<file path="src/rtl/glue_pkg.sv">
package glue_pkg;

  // address bit positions on the host bus
  localparam int ADDR_W     = 18;
  localparam int BIT_A2     = 2;
  localparam int BIT_A14    = 14;
  localparam int BIT_A15    = 15;
  localparam int BIT_A16    = 16;
  localparam int BIT_A17    = 17;
  // page size in bytes and the ram alias page base
  localparam int PAGE_BYTES = 16384;
  localparam logic [ADDR_W-1:0] RAM_ALIAS_BASE = 18'h14000;
  // number of wait stages in the rom acknowledge chain
  localparam int WAIT_STAGES = 3;

  // host bus cycle as seen by the decoder
  typedef struct packed {
    logic [ADDR_W-1:0] addr;
    logic              address_strobe_n;
    logic              data_strobe_n;
    logic              read_not_write;
  } host_cycle_t;

  // active-low select group
  typedef struct packed {
    logic rom_select_n;
    logic sram_select_n;
    logic link_controller_select_n;
    logic uart_select_n;
    logic controller_vector_ack_n;
    logic autovector_request_n;
    logic write_enable_n;
    logic output_enable_n;
  } selects_t;

  // one three-state acknowledge: level and enable
  typedef struct packed {
    logic level;
    logic oe;
  } tri_ack_t;

endpackage : glue_pkg

</file>
<file path="src/rtl/ack_wait_chain.sv">
`timescale 1ns/10ps
module ack_wait_chain (
  // clock and reset
  input  wire logic              clk_sys_i,
  input  wire logic              rst_i,
  // rom select, active low, same clock domain
  input  wire logic              rom_select_n_i,
  // stage outputs, active when high
  output logic [glue_pkg::WAIT_STAGES-1:0] stage_o
);
  import glue_pkg::*;

  logic [WAIT_STAGES-1:0] stage_r;
  logic [WAIT_STAGES-1:0] stage_nxt;

  // each stage sets only if the select and all earlier stages hold
  genvar g;
  generate
    for (g = 0; g < WAIT_STAGES; g++) begin : g_stage
      if (g == 0) begin : g_first
        assign stage_nxt[g] = ~rom_select_n_i;
      end else begin : g_later
        assign stage_nxt[g] = ~rom_select_n_i & (&stage_r[g-1:0]);
      end
    end
  endgenerate

  // reset only to give a defined start; the chain clears itself when the select drops
  always_ff @(posedge clk_sys_i or posedge rst_i) begin
    if (rst_i) begin
      stage_r <= '0;
    end else begin
      stage_r <= stage_nxt;
    end
  end

  assign stage_o = stage_r;

endmodule : ack_wait_chain

</file>
<file path="src/rtl/host_address_decoder_ack_gen.sv">
`timescale 1ns/10ps
// Overview of operation
// - address space split in 16K pages: rom four, controller, uart, ram one each
// - partial decode: ram alias page at 14000, controller and uart alias in page
// - ram select: strobe low, A15 low, A16 with both owners high or one owner low
// - write enable: data strobe low, write, plus ram select terms
// - output enable: data strobe low, read, plus ram select terms
// - vector fetch detected by A17 with address strobe low
// - vector fetch with A2 high asserts controller vector acknowledge
// - vector fetch with A2 low asserts autovector request
// - three clocked stages chain on rom select
// - normal rom ack on stages one, two; delayed on two, three
// - ram acknowledge follows ram select directly, open drain
// - each acknowledge released while its select is inactive
module host_address_decoder_ack_gen (
  // clock and reset
  input  wire logic                 clk_sys_i,
  input  wire logic                 rst_i,
  // host bus
  input  wire glue_pkg::host_cycle_t host_i,
  // link controller page owner pins, asynchronous
  input  wire logic                 page_owner_a_i,
  input  wire logic                 page_owner_b_i,
  // selects and strobes, active low
  output glue_pkg::selects_t        selects_o,
  // rom acknowledges, three-state, driven high until their stages set, then low
  output glue_pkg::tri_ack_t        rom_ack_normal_o,
  output glue_pkg::tri_ack_t        rom_ack_delayed_o,
  // ram acknowledge, open drain
  output glue_pkg::tri_ack_t        sram_transfer_ack_o
);
  import glue_pkg::*;

  // decode one bus state into selects; used for the registered outputs
  function automatic selects_t decode(input logic [ADDR_W-1:0] a, input logic as_n,
                                      input logic ds_n, input logic rnw,
                                      input logic own_a, input logic own_b);
    selects_t s;
    logic     as;
    logic     ram_hit;
    logic     vec;
    as  = ~as_n;
    vec = as & a[BIT_A17];
    // both owners high with A16, or exactly one owner low
    ram_hit = as & ~a[BIT_A15] &
              ((a[BIT_A16] & own_a & own_b) | (own_a ^ own_b));
    s.rom_select_n             = ~(as & ~a[BIT_A16]);
    s.sram_select_n            = ~ram_hit;
    s.link_controller_select_n = ~(as & a[BIT_A16] & a[BIT_A15] & ~a[BIT_A14]);
    s.uart_select_n            = ~(as & a[BIT_A16] & a[BIT_A15] & a[BIT_A14]);
    s.controller_vector_ack_n  = ~(vec & a[BIT_A2]);
    s.autovector_request_n     = ~(vec & ~a[BIT_A2]);
    s.write_enable_n           = ~(ram_hit & ~ds_n & ~rnw);
    s.output_enable_n          = ~(ram_hit & ~ds_n & rnw);
    return s;
  endfunction : decode

  // pins from outside pass three flops; change counts when stages two and three agree
  logic [2:0] own_a_sync_r;
  logic [2:0] own_b_sync_r;
  logic       own_a_r;
  logic       own_b_r;

  // owner inputs start high: no page owned after reset
  always_ff @(posedge clk_sys_i or posedge rst_i) begin
    if (rst_i) begin
      own_a_sync_r <= 3'h7;
      own_b_sync_r <= 3'h7;
    end else begin
      own_a_sync_r <= {own_a_sync_r[1:0], page_owner_a_i};
      own_b_sync_r <= {own_b_sync_r[1:0], page_owner_b_i};
    end
  end

  // filtered owner levels
  always_ff @(posedge clk_sys_i or posedge rst_i) begin
    if (rst_i) begin
      own_a_r <= 1'b1;
      own_b_r <= 1'b1;
    end else begin
      if (own_a_sync_r[1] == own_a_sync_r[2]) begin
        own_a_r <= own_a_sync_r[2];
      end
      if (own_b_sync_r[1] == own_b_sync_r[2]) begin
        own_b_r <= own_b_sync_r[2];
      end
    end
  end

  // host bus comes from logic on this clock, so it is used directly
  selects_t sel_nxt;
  selects_t sel_r;

  always_comb begin
    sel_nxt = decode(host_i.addr, host_i.address_strobe_n, host_i.data_strobe_n,
                     host_i.read_not_write, own_a_r, own_b_r);
  end

  // registered selects cost one cycle but keep every output on a flop
  always_ff @(posedge clk_sys_i or posedge rst_i) begin
    if (rst_i) begin
      sel_r <= '1;
    end else begin
      sel_r <= sel_nxt;
    end
  end

  // wait chain follows the decoded rom select ahead of its register
  logic [WAIT_STAGES-1:0] stage_w;

  ack_wait_chain u_chain (
    .clk_sys_i      (clk_sys_i),
    .rst_i          (rst_i),
    .rom_select_n_i (sel_nxt.rom_select_n),
    .stage_o        (stage_w)
  );

  // acknowledges, registered; level low when asserted, enable tracks own select
  tri_ack_t ack_norm_r;
  tri_ack_t ack_dly_r;
  tri_ack_t ack_ram_r;
  logic     rom_on;

  assign rom_on = ~sel_nxt.rom_select_n;

  always_ff @(posedge clk_sys_i or posedge rst_i) begin
    if (rst_i) begin
      ack_norm_r <= '{level: 1'b1, oe: 1'b0};
      ack_dly_r  <= '{level: 1'b1, oe: 1'b0};
    end else begin
      // stage_w still holds the stages set from the previous edge's rom select
      ack_norm_r.level <= ~(rom_on & stage_w[0] & stage_w[1]);
      ack_dly_r.level  <= ~(rom_on & stage_w[1] & stage_w[2]);
      ack_norm_r.oe    <= rom_on;
      ack_dly_r.oe     <= rom_on;
    end
  end

  // open drain: only ever drives low, and only while ram is selected
  always_ff @(posedge clk_sys_i or posedge rst_i) begin
    if (rst_i) begin
      ack_ram_r <= '{level: 1'b1, oe: 1'b0};
    end else begin
      ack_ram_r.level <= 1'b0;
      ack_ram_r.oe    <= ~sel_nxt.sram_select_n;
    end
  end

  assign selects_o           = sel_r;
  assign rom_ack_normal_o    = ack_norm_r;
  assign rom_ack_delayed_o   = ack_dly_r;
  assign sram_transfer_ack_o = ack_ram_r;

endmodule : host_address_decoder_ack_gen

</file>
<file path="config.mk">
export PLATFORM = sky130hd
export DESIGN_NAME = host_address_decoder_ack_gen
export DESIGN_NICKNAME = d
export VERILOG_FILES = /design/src/rtl/glue_pkg.sv /design/src/rtl/ack_wait_chain.sv /design/src/rtl/host_address_decoder_ack_gen.sv
export SDC_FILE = /design/constraint.sdc
export NUM_CORES = 1
export LEC_CHECK = 0
export BUFFER_PORTS_ARGS = -buffer_cell sky130_fd_sc_hd__buf_4
export CAP_MARGIN = 40
export CORE_AREA = 2 2 55 57
export DETAILED_ROUTE_END_ITERATION = 8
export DIE_AREA = 0 0 57 59
export GPL_TIMING_DRIVEN = 1
export PLACE_DENSITY_LB_ADDON = 0.12
export SYNTH_ARGS = -nofsm -noshare
export SYNTH_HDL_FRONTEND = slang
export SYNTH_HIERARCHICAL = 1
export SYNTH_SLANG_ARGS = --single-unit
</file>
<file path="constraint.sdc">
create_clock -name clk_sys_i -period 2.7 [get_ports clk_sys_i]
set_input_delay 0.675 -clock clk_sys_i [delete_from_list [all_inputs] [get_ports clk_sys_i]]
set_output_delay 0.675 -clock clk_sys_i [all_outputs]
set_load 0.01 [all_outputs]
</file>
# After elaboration in Yosys (flattened, before gate mapping)
# Index checks and enable logic that the tools add are counted.
dict set report totals {
  regBits 24
  output_inout_bits 14
  mem_count 0
  ramBits 0
  rom_bits 0
  wordCells 60
  latch_bits 0
  inputBits 25
}
dict set report op_classes {
  reduce_logical 1
  n_eq_ne 2
  shift 0
  n_lt_le_gt_ge 0
  muxes 0
  div_mod_pow 0
  bitwise_logic 39
  n_mul 0
  n_addsub 0
}
# operator count
set op_table {}
lappend op_table {{$and 1x1->1} 20}
lappend op_table {{$not 1->1} 17}
lappend op_table {{$eq 1x1->1} 2}
lappend op_table {{$reduce_and 2->1} 1}
lappend op_table {{$or 1x1->1} 1}
lappend op_table {{$xor 1x1->1} 1}

# Depth between registers and ports, before layout
# Gate-level depths: netlist of run 1.
dict set report depth {
  ltp_word 7
  ltp_mapped 3
}

# Hierarchy
# The synthesis of run 1 kept the hierarchy.
# mod area_each_um2 cells_each seq_area_each_um2 n_inst
set modules_own_cells {}
lappend modules_own_cells {host_address_decoder_ack_gen 699.4 43 549.3 1}
lappend modules_own_cells {ack_wait_chain 97.6 7 75.1 1}

# Worst setup path after synthesis of run 1
# OpenSTA, ideal clock, no wires.
dict set report synth_path {
  path_kind {flip-flop to output port}
  from {register ack_norm_r, in the netlist rom_ack_normal_o[0]}
  to {output port rom_ack_normal_o[0] (netlist bit)}
  stages_incl_launch_ff 2
  path_slack_ns 1.486
  arrival_time_ns 0.539
  cell_sequence {dfrtp_1 -> buf_4}
}
# element line_no
set synth_lines {}
lappend synth_lines {{from (decl)} host_address_decoder_ack_gen.sv:119} ;# tri_ack_t ack_norm_r;
lappend synth_lines {{from (signal assigned)} host_address_decoder_ack_gen.sv:128} ;# ack_norm_r <= '{level: 1'b1, oe: 1'b0};
lappend synth_lines {{to (decl)} host_address_decoder_ack_gen.sv:27} ;# output glue_pkg::tri_ack_t rom_ack_normal_o,
# No word-level cell between the ends.

# Worst setup path after layout of run 1
dict set report layout_path {
  from {register ack_dly_r, in the netlist rom_ack_delayed_o[1]}
  to {output port rom_ack_delayed_o[1] (netlist bit)}
}
# element line_no
set layout_lines {}
lappend layout_lines {{from (decl)} host_address_decoder_ack_gen.sv:120} ;# tri_ack_t ack_dly_r;
lappend layout_lines {{from (signal assigned)} host_address_decoder_ack_gen.sv:129} ;# ack_dly_r <= '{level: 1'b1, oe: 1'b0};
lappend layout_lines {{to (decl)} host_address_decoder_ack_gen.sv:28} ;# output glue_pkg::tri_ack_t rom_ack_delayed_o,
# No word-level cell between the ends.

==> key figures, run 1 <==
Outcome
  • Status: finished clean

Floorplanning
  • Row count: 19
  • Die H: between 50 and 60 um
  • Core area: 2710 um2
  • Initial Util: just under 30%
  • I/O Pins: 39
  • DIE WIDTH: around 57 um
  • Full die area: ~3400 um2

Synth
  • Top cells by area, synth: dfstp_2, dfrtp_1, maj3_2
  • EDFF count, synth: 0
  • Post-Syn Instances: 50
  • Synth warn: 6
  • Post-Synth Adder-Cell Area: approximately 2.8%
  • XOR/XNOR share of the synthesized area: 0%
  • Post-synthesis mux area share: 0%
  • Main combinational cell family by area after synthesis: simple AND/OR/NAND/NOR gates
  • Synth Register Bits: 24
  • Syn_area_per_cell: between 15 and 20 um2
  • Syn nets: 75
  • Mapped Area: 797 um2
  • Synth Area in Compound Gates: roughly 4.4%
  • Ys async rst share: 100%
  • Synth Flop Type: dfstp_2
  • Sequential area share after synthesis: 78.3%
  • Cell taking the most area after synthesis: dfstp_2
  • Synth unique cells: 19
  • Most common cell in the synthesized netlist: dfstp_2
  • Simple-gate area share of the yosys netlist: around 11%
  • Most frequent cells after synthesis: dfstp_2, dfrtp_1, inv_1
  • Share of the synthesized area in the top cell type: 62.6%

Routing
  • Residual DRC count: 0
  • Routed met3 length: between 80 and 90 um
  • WL/cell: around 11 um
  • Routed wl met2: 561 um
  • Routed vias: ~460
  • Iter 0 DRT Violations: 1
  • Initial DRT Pass Iterations: 2
  • Top Layer Used: met4
  • DRT antenna net count: 0
  • Routed length on met1: 539 um
  • Routed vias/inst: 4.26
  • Total Wirelength: around 1.2 mm

Global routing
  • First-pass GRT wire length: approximately 2.0 mm
  • Number of global-route vias before repair: between 400 and 500
  • Gr usage total: 8.32%
  • Largest net degree at the start of global routing: 22
  • GRT overflow: 0
  • Initial antenna violation count: 0

Setup path
  • Kind of critical path: register to primary output
  • CP max stage delay: roughly 0.54 ns
  • Critical Path Start: rom_ack_delayed_o[1]
  • CP top delay family: flip-flops
  • CP endpoint kind: primary output
  • Flop2flop setup slack: 1.73 ns
  • Crit path DAT: around 0.95 ns
  • WP data required: just over 2 ns
  • Worst R2R End: sram_transfer_ack_o[0]
  • Reg-to-reg startpoint: own_b_r
  • Critical path depth in cells: 1
  • Crit path cell chain: buf_4
  • CP Max Fanout: 1
  • CP startpoint kind: register
  • Cells on worst reg2reg path: 2
  • Buf/Inv on CP: 1
  • Critical path's slowest cell: dfstp_2

Timing
  • Rel. slew slack: a little under 50%
  • Max-slew violation total from the final report: 0
  • Period utilisation layout: approximately 60%
  • Fin. Hold Viols: 0
  • Tmin final: 1.63 ns
  • Unrepaired setup endpoints after global routing: no
  • Worst Skew: 0.00253 ns
  • Worst-margin pin slew: ~0.77 ns
  • Post-route setup TNS: 0 ns
  • Final setup fails: 0
  • Max Freq: a little over 0.6 GHz

CTS
  • H-tree levels: 1
  • Num CTS Buffers: 3
  • Clock sinks: 24
  • Clk buf depth: 2
  • Post-cts sizing count: 0
  • # hold bufs at CTS: 0
  • Clk slew on worst S/H paths: around 0.12 ns
  • CTS Root Cell: clkbuf_4
  • Setup repair bufs after CTS: 0
  • Worst-Skew Late Latency: roughly 0.3 ns
  • CTS tree: built

Power
  • Maximum vdd drop: ~0.00024 V
  • Power Density: between 500 and 600 nW/um2
  • Leakage: approximately 0.47 nW

Place
  • Port Buffers: 25
  • GPL Wtd Cong: a little under 0.7
  • Post-DP Area: 1020 um2
  • Inst Count DP: 105
  • Dpl hpwl: 861 um

Finish
  • Cell Count, Final, Fillers Out: 109
  • # fillers: 271
  • Final Cell Area: 1040 um2
  • # diodes: 0
  • Area grow syn2layout: 30.8%
  • Share of cells above drive strength 1: 64.1%
  • Final nets: between 100 and 150

Worst hold path
  • Worst hold path type: input port to async pin

Job
  • Total of max-cap violations: 0
## cells by family (layout without fill, tap and decap cells)
logic type / Yosys count / count (layout)
other cells: 1 / 1
simple gates: 14 / 14
flops: 24 / 24
buf+inv: 5 / 33
fa+ha+maj: 2 / 2
compound gates: 4 / 4
## per-stage QoR
stage / setup slack [ns] / util, % / hold slack, ns / power [W]
3_5_place_dp: 1.24 / 37.5 / 0.347 / 0.000455
3_3_place_gp: 1.24 / 37.5 / 0.346 / 0.000453
5_1_grt: 1.02 / 38.5 / 0.208 / 0.000642
2_1_floorplan: 1.49 / - / 0.345 / 0.000423
6_report: 1.07 / 38.5 / 0.226 / 0.000605
4_1_cts: 1.05 / 38.5 / 0.213 / 0.000620
## cell type report
| class | instances | area [um2] | area share (%) |
|---|---|---|---|
| Clock buffer | 4 | 26.3 | 2.52 |
| Inverter | 4 | 15.0 | 1.44 |
| Multi-Input combinational cell | 21 | 150 | 14.4 |
| Sequential cell | 24 | 624 | 59.9 |
| Tap cell | 31 | 38.8 | 3.72 |
| Timing Repair Buffer | 25 | 188 | 18.0 |
## how the worst max path moves through the flow
stage                                       to  slack (ns)
after floorplan            rom_ack_normal_o[0]        1.49
after global placement      u_chain/stage_o[2]        1.24
after detailed placement    u_chain/stage_o[2]        1.24
after CTS                 rom_ack_delayed_o[1]        1.05
after global routing              selects_o[4]        1.02
final                     rom_ack_delayed_o[1]        1.07
## metal layers
| layer | vias up | GRT usage, % |
|---|---|---|
| met3 | 2 | 2.18 |
| met1 | 226 | 10.4 |
| met4 | 0 | 5.98 |
| met5 | - | 0 |
| met2 | 14 | 12.5 |
| li1 | 222 | - |
## report_power, final
group	leakage, nW	total (W)	switching, W	internal, W
Clock	0.0150	0.000158	0.000101	0.0000576
Combinational	0.192	0.0000516	0.0000240	0.0000276
Sequential	0.267	0.000395	0.00000981	0.000386
## flip-flops by register name, summed over array words and instances, names as in the netlist
name                 count
own_a_sync_r             3
selects_o                8
sram_transfer_ack_o      2
own_a_r                  1
u_chain/stage_o          3
rom_ack_delayed_o        1
own_b_sync_r             3
own_b_r                  1
rom_ack_normal_o         2
## layout by cell type (no fill, tap or decap)
cell | synthesis | routed
and3b_1 | 1 | 1
buf_4 | 1 | 25
clkbuf_1 | 0 | 1
clkbuf_4 | 0 | 3
conb_1 | 1 | 1
dfrtp_1 | 5 | 5
dfstp_2 | 19 | 19
inv_1 | 4 | 4
maj3_2 | 2 | 2
nand2_1 | 1 | 1
nand3_1 | 2 | 2
nand3b_1 | 1 | 1
nand3b_2 | 1 | 1
nand4b_1 | 1 | 1
nor2_1 | 3 | 3
nor2b_1 | 2 | 2
o2111ai_1 | 2 | 2
o211a_1 | 1 | 1
o211ai_1 | 1 | 1
or3_1 | 1 | 1
or3b_1 | 1 | 1
Power figures use the tool's default switching activity.
==> inputs of run 2 (changes only) <==
==> constraint.sdc (replaced) <==
create_clock -name clk_sys_i -period 1.4 [get_ports clk_sys_i]
set_input_delay 0.35 -clock clk_sys_i [delete_from_list [all_inputs] [get_ports clk_sys_i]]
set_output_delay 0.35 -clock clk_sys_i [all_outputs]
set_load 0.01 [all_outputs]
==> run 2 against run 1 <==
Net effect:
- setup slack worse by 0.98 ns
- critical path type unchanged
- critical path depth stayed put
- largest cell class unchanged
- combinational power is 100% higher
==> key figures, run 2 (synthesis gave the netlist of run 1 again) <==
Outcome
  • Status: finished clean

Floorplanning
  • Initial Util: ~29%
  • DIE WIDTH: 57 um
  • Core area: around 2700 um2
  • I/O Pins: 39
  • Full die area: ~3400 um2
  • Die H: 59 um
  • Row count: 19

Power
  • Leakage: 0.493 nW
  • Reg power frac: a little over three fifths
  • Power Internal: just under 0.001 W
  • Combinational power share: around 8.7%
  • Switch share: between 20% and 30%
  • Sw power: between 0.0002 and 0.0003 W
  • Clock network power share: approximately 28%
  • Maximum vdd drop: around 0.00063 V
  • Power Density: ~1100 nW/um2

Timing
  • Tmin final: around 1.3 ns
  • Fin. Hold Viols: 0
  • Unrepaired setup endpoints after global routing: no
  • Hold slack: ~0.14 ns
  • Post-route setup TNS: 0 ns
  • Max Freq: 0.768 GHz
  • Setup ws final: slightly below 0.1 ns
  • Period utilisation layout: approximately 93%
  • Max-slew violation total from the final report: 0
  • Worst Skew: roughly 0.0039 ns
  • Final setup fails: 0

Finish
  • Commonest cells after routing, fill and taps aside: buf_4, dfstp_2, dfrtp_1
  • Most common cell after layout, fill and taps aside: buf_4
  • Seq. cell area: around 620 um2
  • Max FFs per register: 8
  • Share of cells above drive strength 1: ~65%
  • # diodes: 0
  • Multi-input gate area: around 150 um2
  • Area grow syn2layout: 35.2%
  • # fillers: 270
  • Final nets: ~110

CTS
  • Clock sinks: 24
  • CTS Root Cell: clkbuf_4
  • Worst-Skew Late Latency: 0.30 ns
  • Clk slew on worst S/H paths: around 0.12 ns
  • Num CTS Buffers: 3
  • CTS tree: built
  • H-tree levels: 1
  • Clk buf depth: 2
  • Setup repair bufs after CTS: 0
  • # hold bufs at CTS: 1
  • Post-cts sizing count: 0

Global routing
  • Largest net degree at the start of global routing: 22
  • GRT overflow: 0
  • Number of global-route vias before repair: between 400 and 500
  • Initial antenna violation count: 0
  • First-pass GRT wire length: about 2.1 mm
  • Gr usage total: roughly 8.7%

Routing
  • Top Layer Used: met4
  • Iter 0 DRT Violations: 4
  • Initial DRT Pass Iterations: 2
  • Routed wl met2: approximately 570 um
  • Routed length on met1: 519 um
  • Routed vias/inst: roughly 4.2
  • DRT antenna net count: 0
  • Total Wirelength: roughly 1.2 mm
  • Routed met3 length: 80 um
  • Residual DRC count: 0
  • Routed vias: 468
  • WL/cell: 10.6 um

Setup path
  • Kind of critical path: register to primary output
  • Critical path's slowest cell: dfstp_2
  • CP endpoint kind: primary output
  • CP Max Fanout: 1
  • CP startpoint kind: register
  • CP max stage delay: between 0.5 and 0.6 ns
  • CP top delay family: flip-flops
  • WP data required: roughly 1.1 ns
  • Crit path cell chain: buf_4
  • Crit path DAT: roughly 0.95 ns
  • Buf/Inv on CP: 1

Place
  • GPL Wtd Cong: roughly 0.69
  • Dpl hpwl: between 800 and 900 um
  • Port Buffers: 25
  • Placement Setup Slack: approximately 0.37 ns

Worst hold path
  • Worst hold path type: input port to register

Job
  • Total of max-cap violations: 0
-- run 2: cell count changes in the layout (fill, tap and decap cells not counted) --
cell           before  now
clkbuf_1            1    0
clkbuf_8            0    1
dlygate4sd3_1       0    1
buf_4              25   27
-- run 2: metrics by stage --
step	cells	cell area, um2	util (%)	total power, W
2_1_floorplan	50	797	-	0.000816
3_3_place_gp	107	1030	38.0	0.000879
4_1_cts	112	1080	39.8	0.00124
5_1_grt	112	1080	39.8	0.00130
3_5_place_dp	107	1030	38.0	0.000881
6_report	112	1080	39.8	0.00121
-- run 2: power by group through the flow --
stage | Sequential (W) | Combinational [W] | Clock (W)
floorplan | 0.000778 | 0.0000376 | 0
global placement | 0.000773 | 0.000105 | 0
detailed placement | 0.000775 | 0.000106 | 0
CTS | 0.000764 | 0.000109 | 0.000372
global route | 0.000768 | 0.000119 | 0.000414
finish | 0.000763 | 0.000105 | 0.000346
-- run 2: layout make-up --
cell class,count,share of cell area (%)
well taps,31,3.60
inverters,4,1.39
multi-input cells,21,13.9
repair buffers,28,19.7
clock buffers,4,3.37
flip-flops and latches,24,58.0
-- run 2: per-layer routing --
| layer | GRT usage, % | vias to the layer above |
|---|---|---|
| met1 | 11.1 | 224 |
| li1 | - | 228 |
| met5 | 0 | - |
| met2 | 13.3 | 14 |
| met4 | 4.98 | 0 |
| met3 | 2.62 | 2 |
-- run 2: worst paths after layout --
kind / slack (ns) / startpoint / depth (start not counted) / end
hold reg to reg: 0.36 / own_a_sync_r[0] / 0 / own_a_sync_r[1]
setup / recovery: 0.1 / sram_transfer_ack_o[1] / 1 / sram_transfer_ack_o[1]
min in group asynchronous: 0.47 / rst_i / 3 / u_chain/stage_o[0]
max in group asynchronous: 0.50 / rst_i / 4 / selects_o[7]
setup reg to reg: 0.43 / own_b_r / 2 / sram_transfer_ack_o[0]
hold / removal: 0.14 / page_owner_b_i / 1 / own_b_sync_r[0]
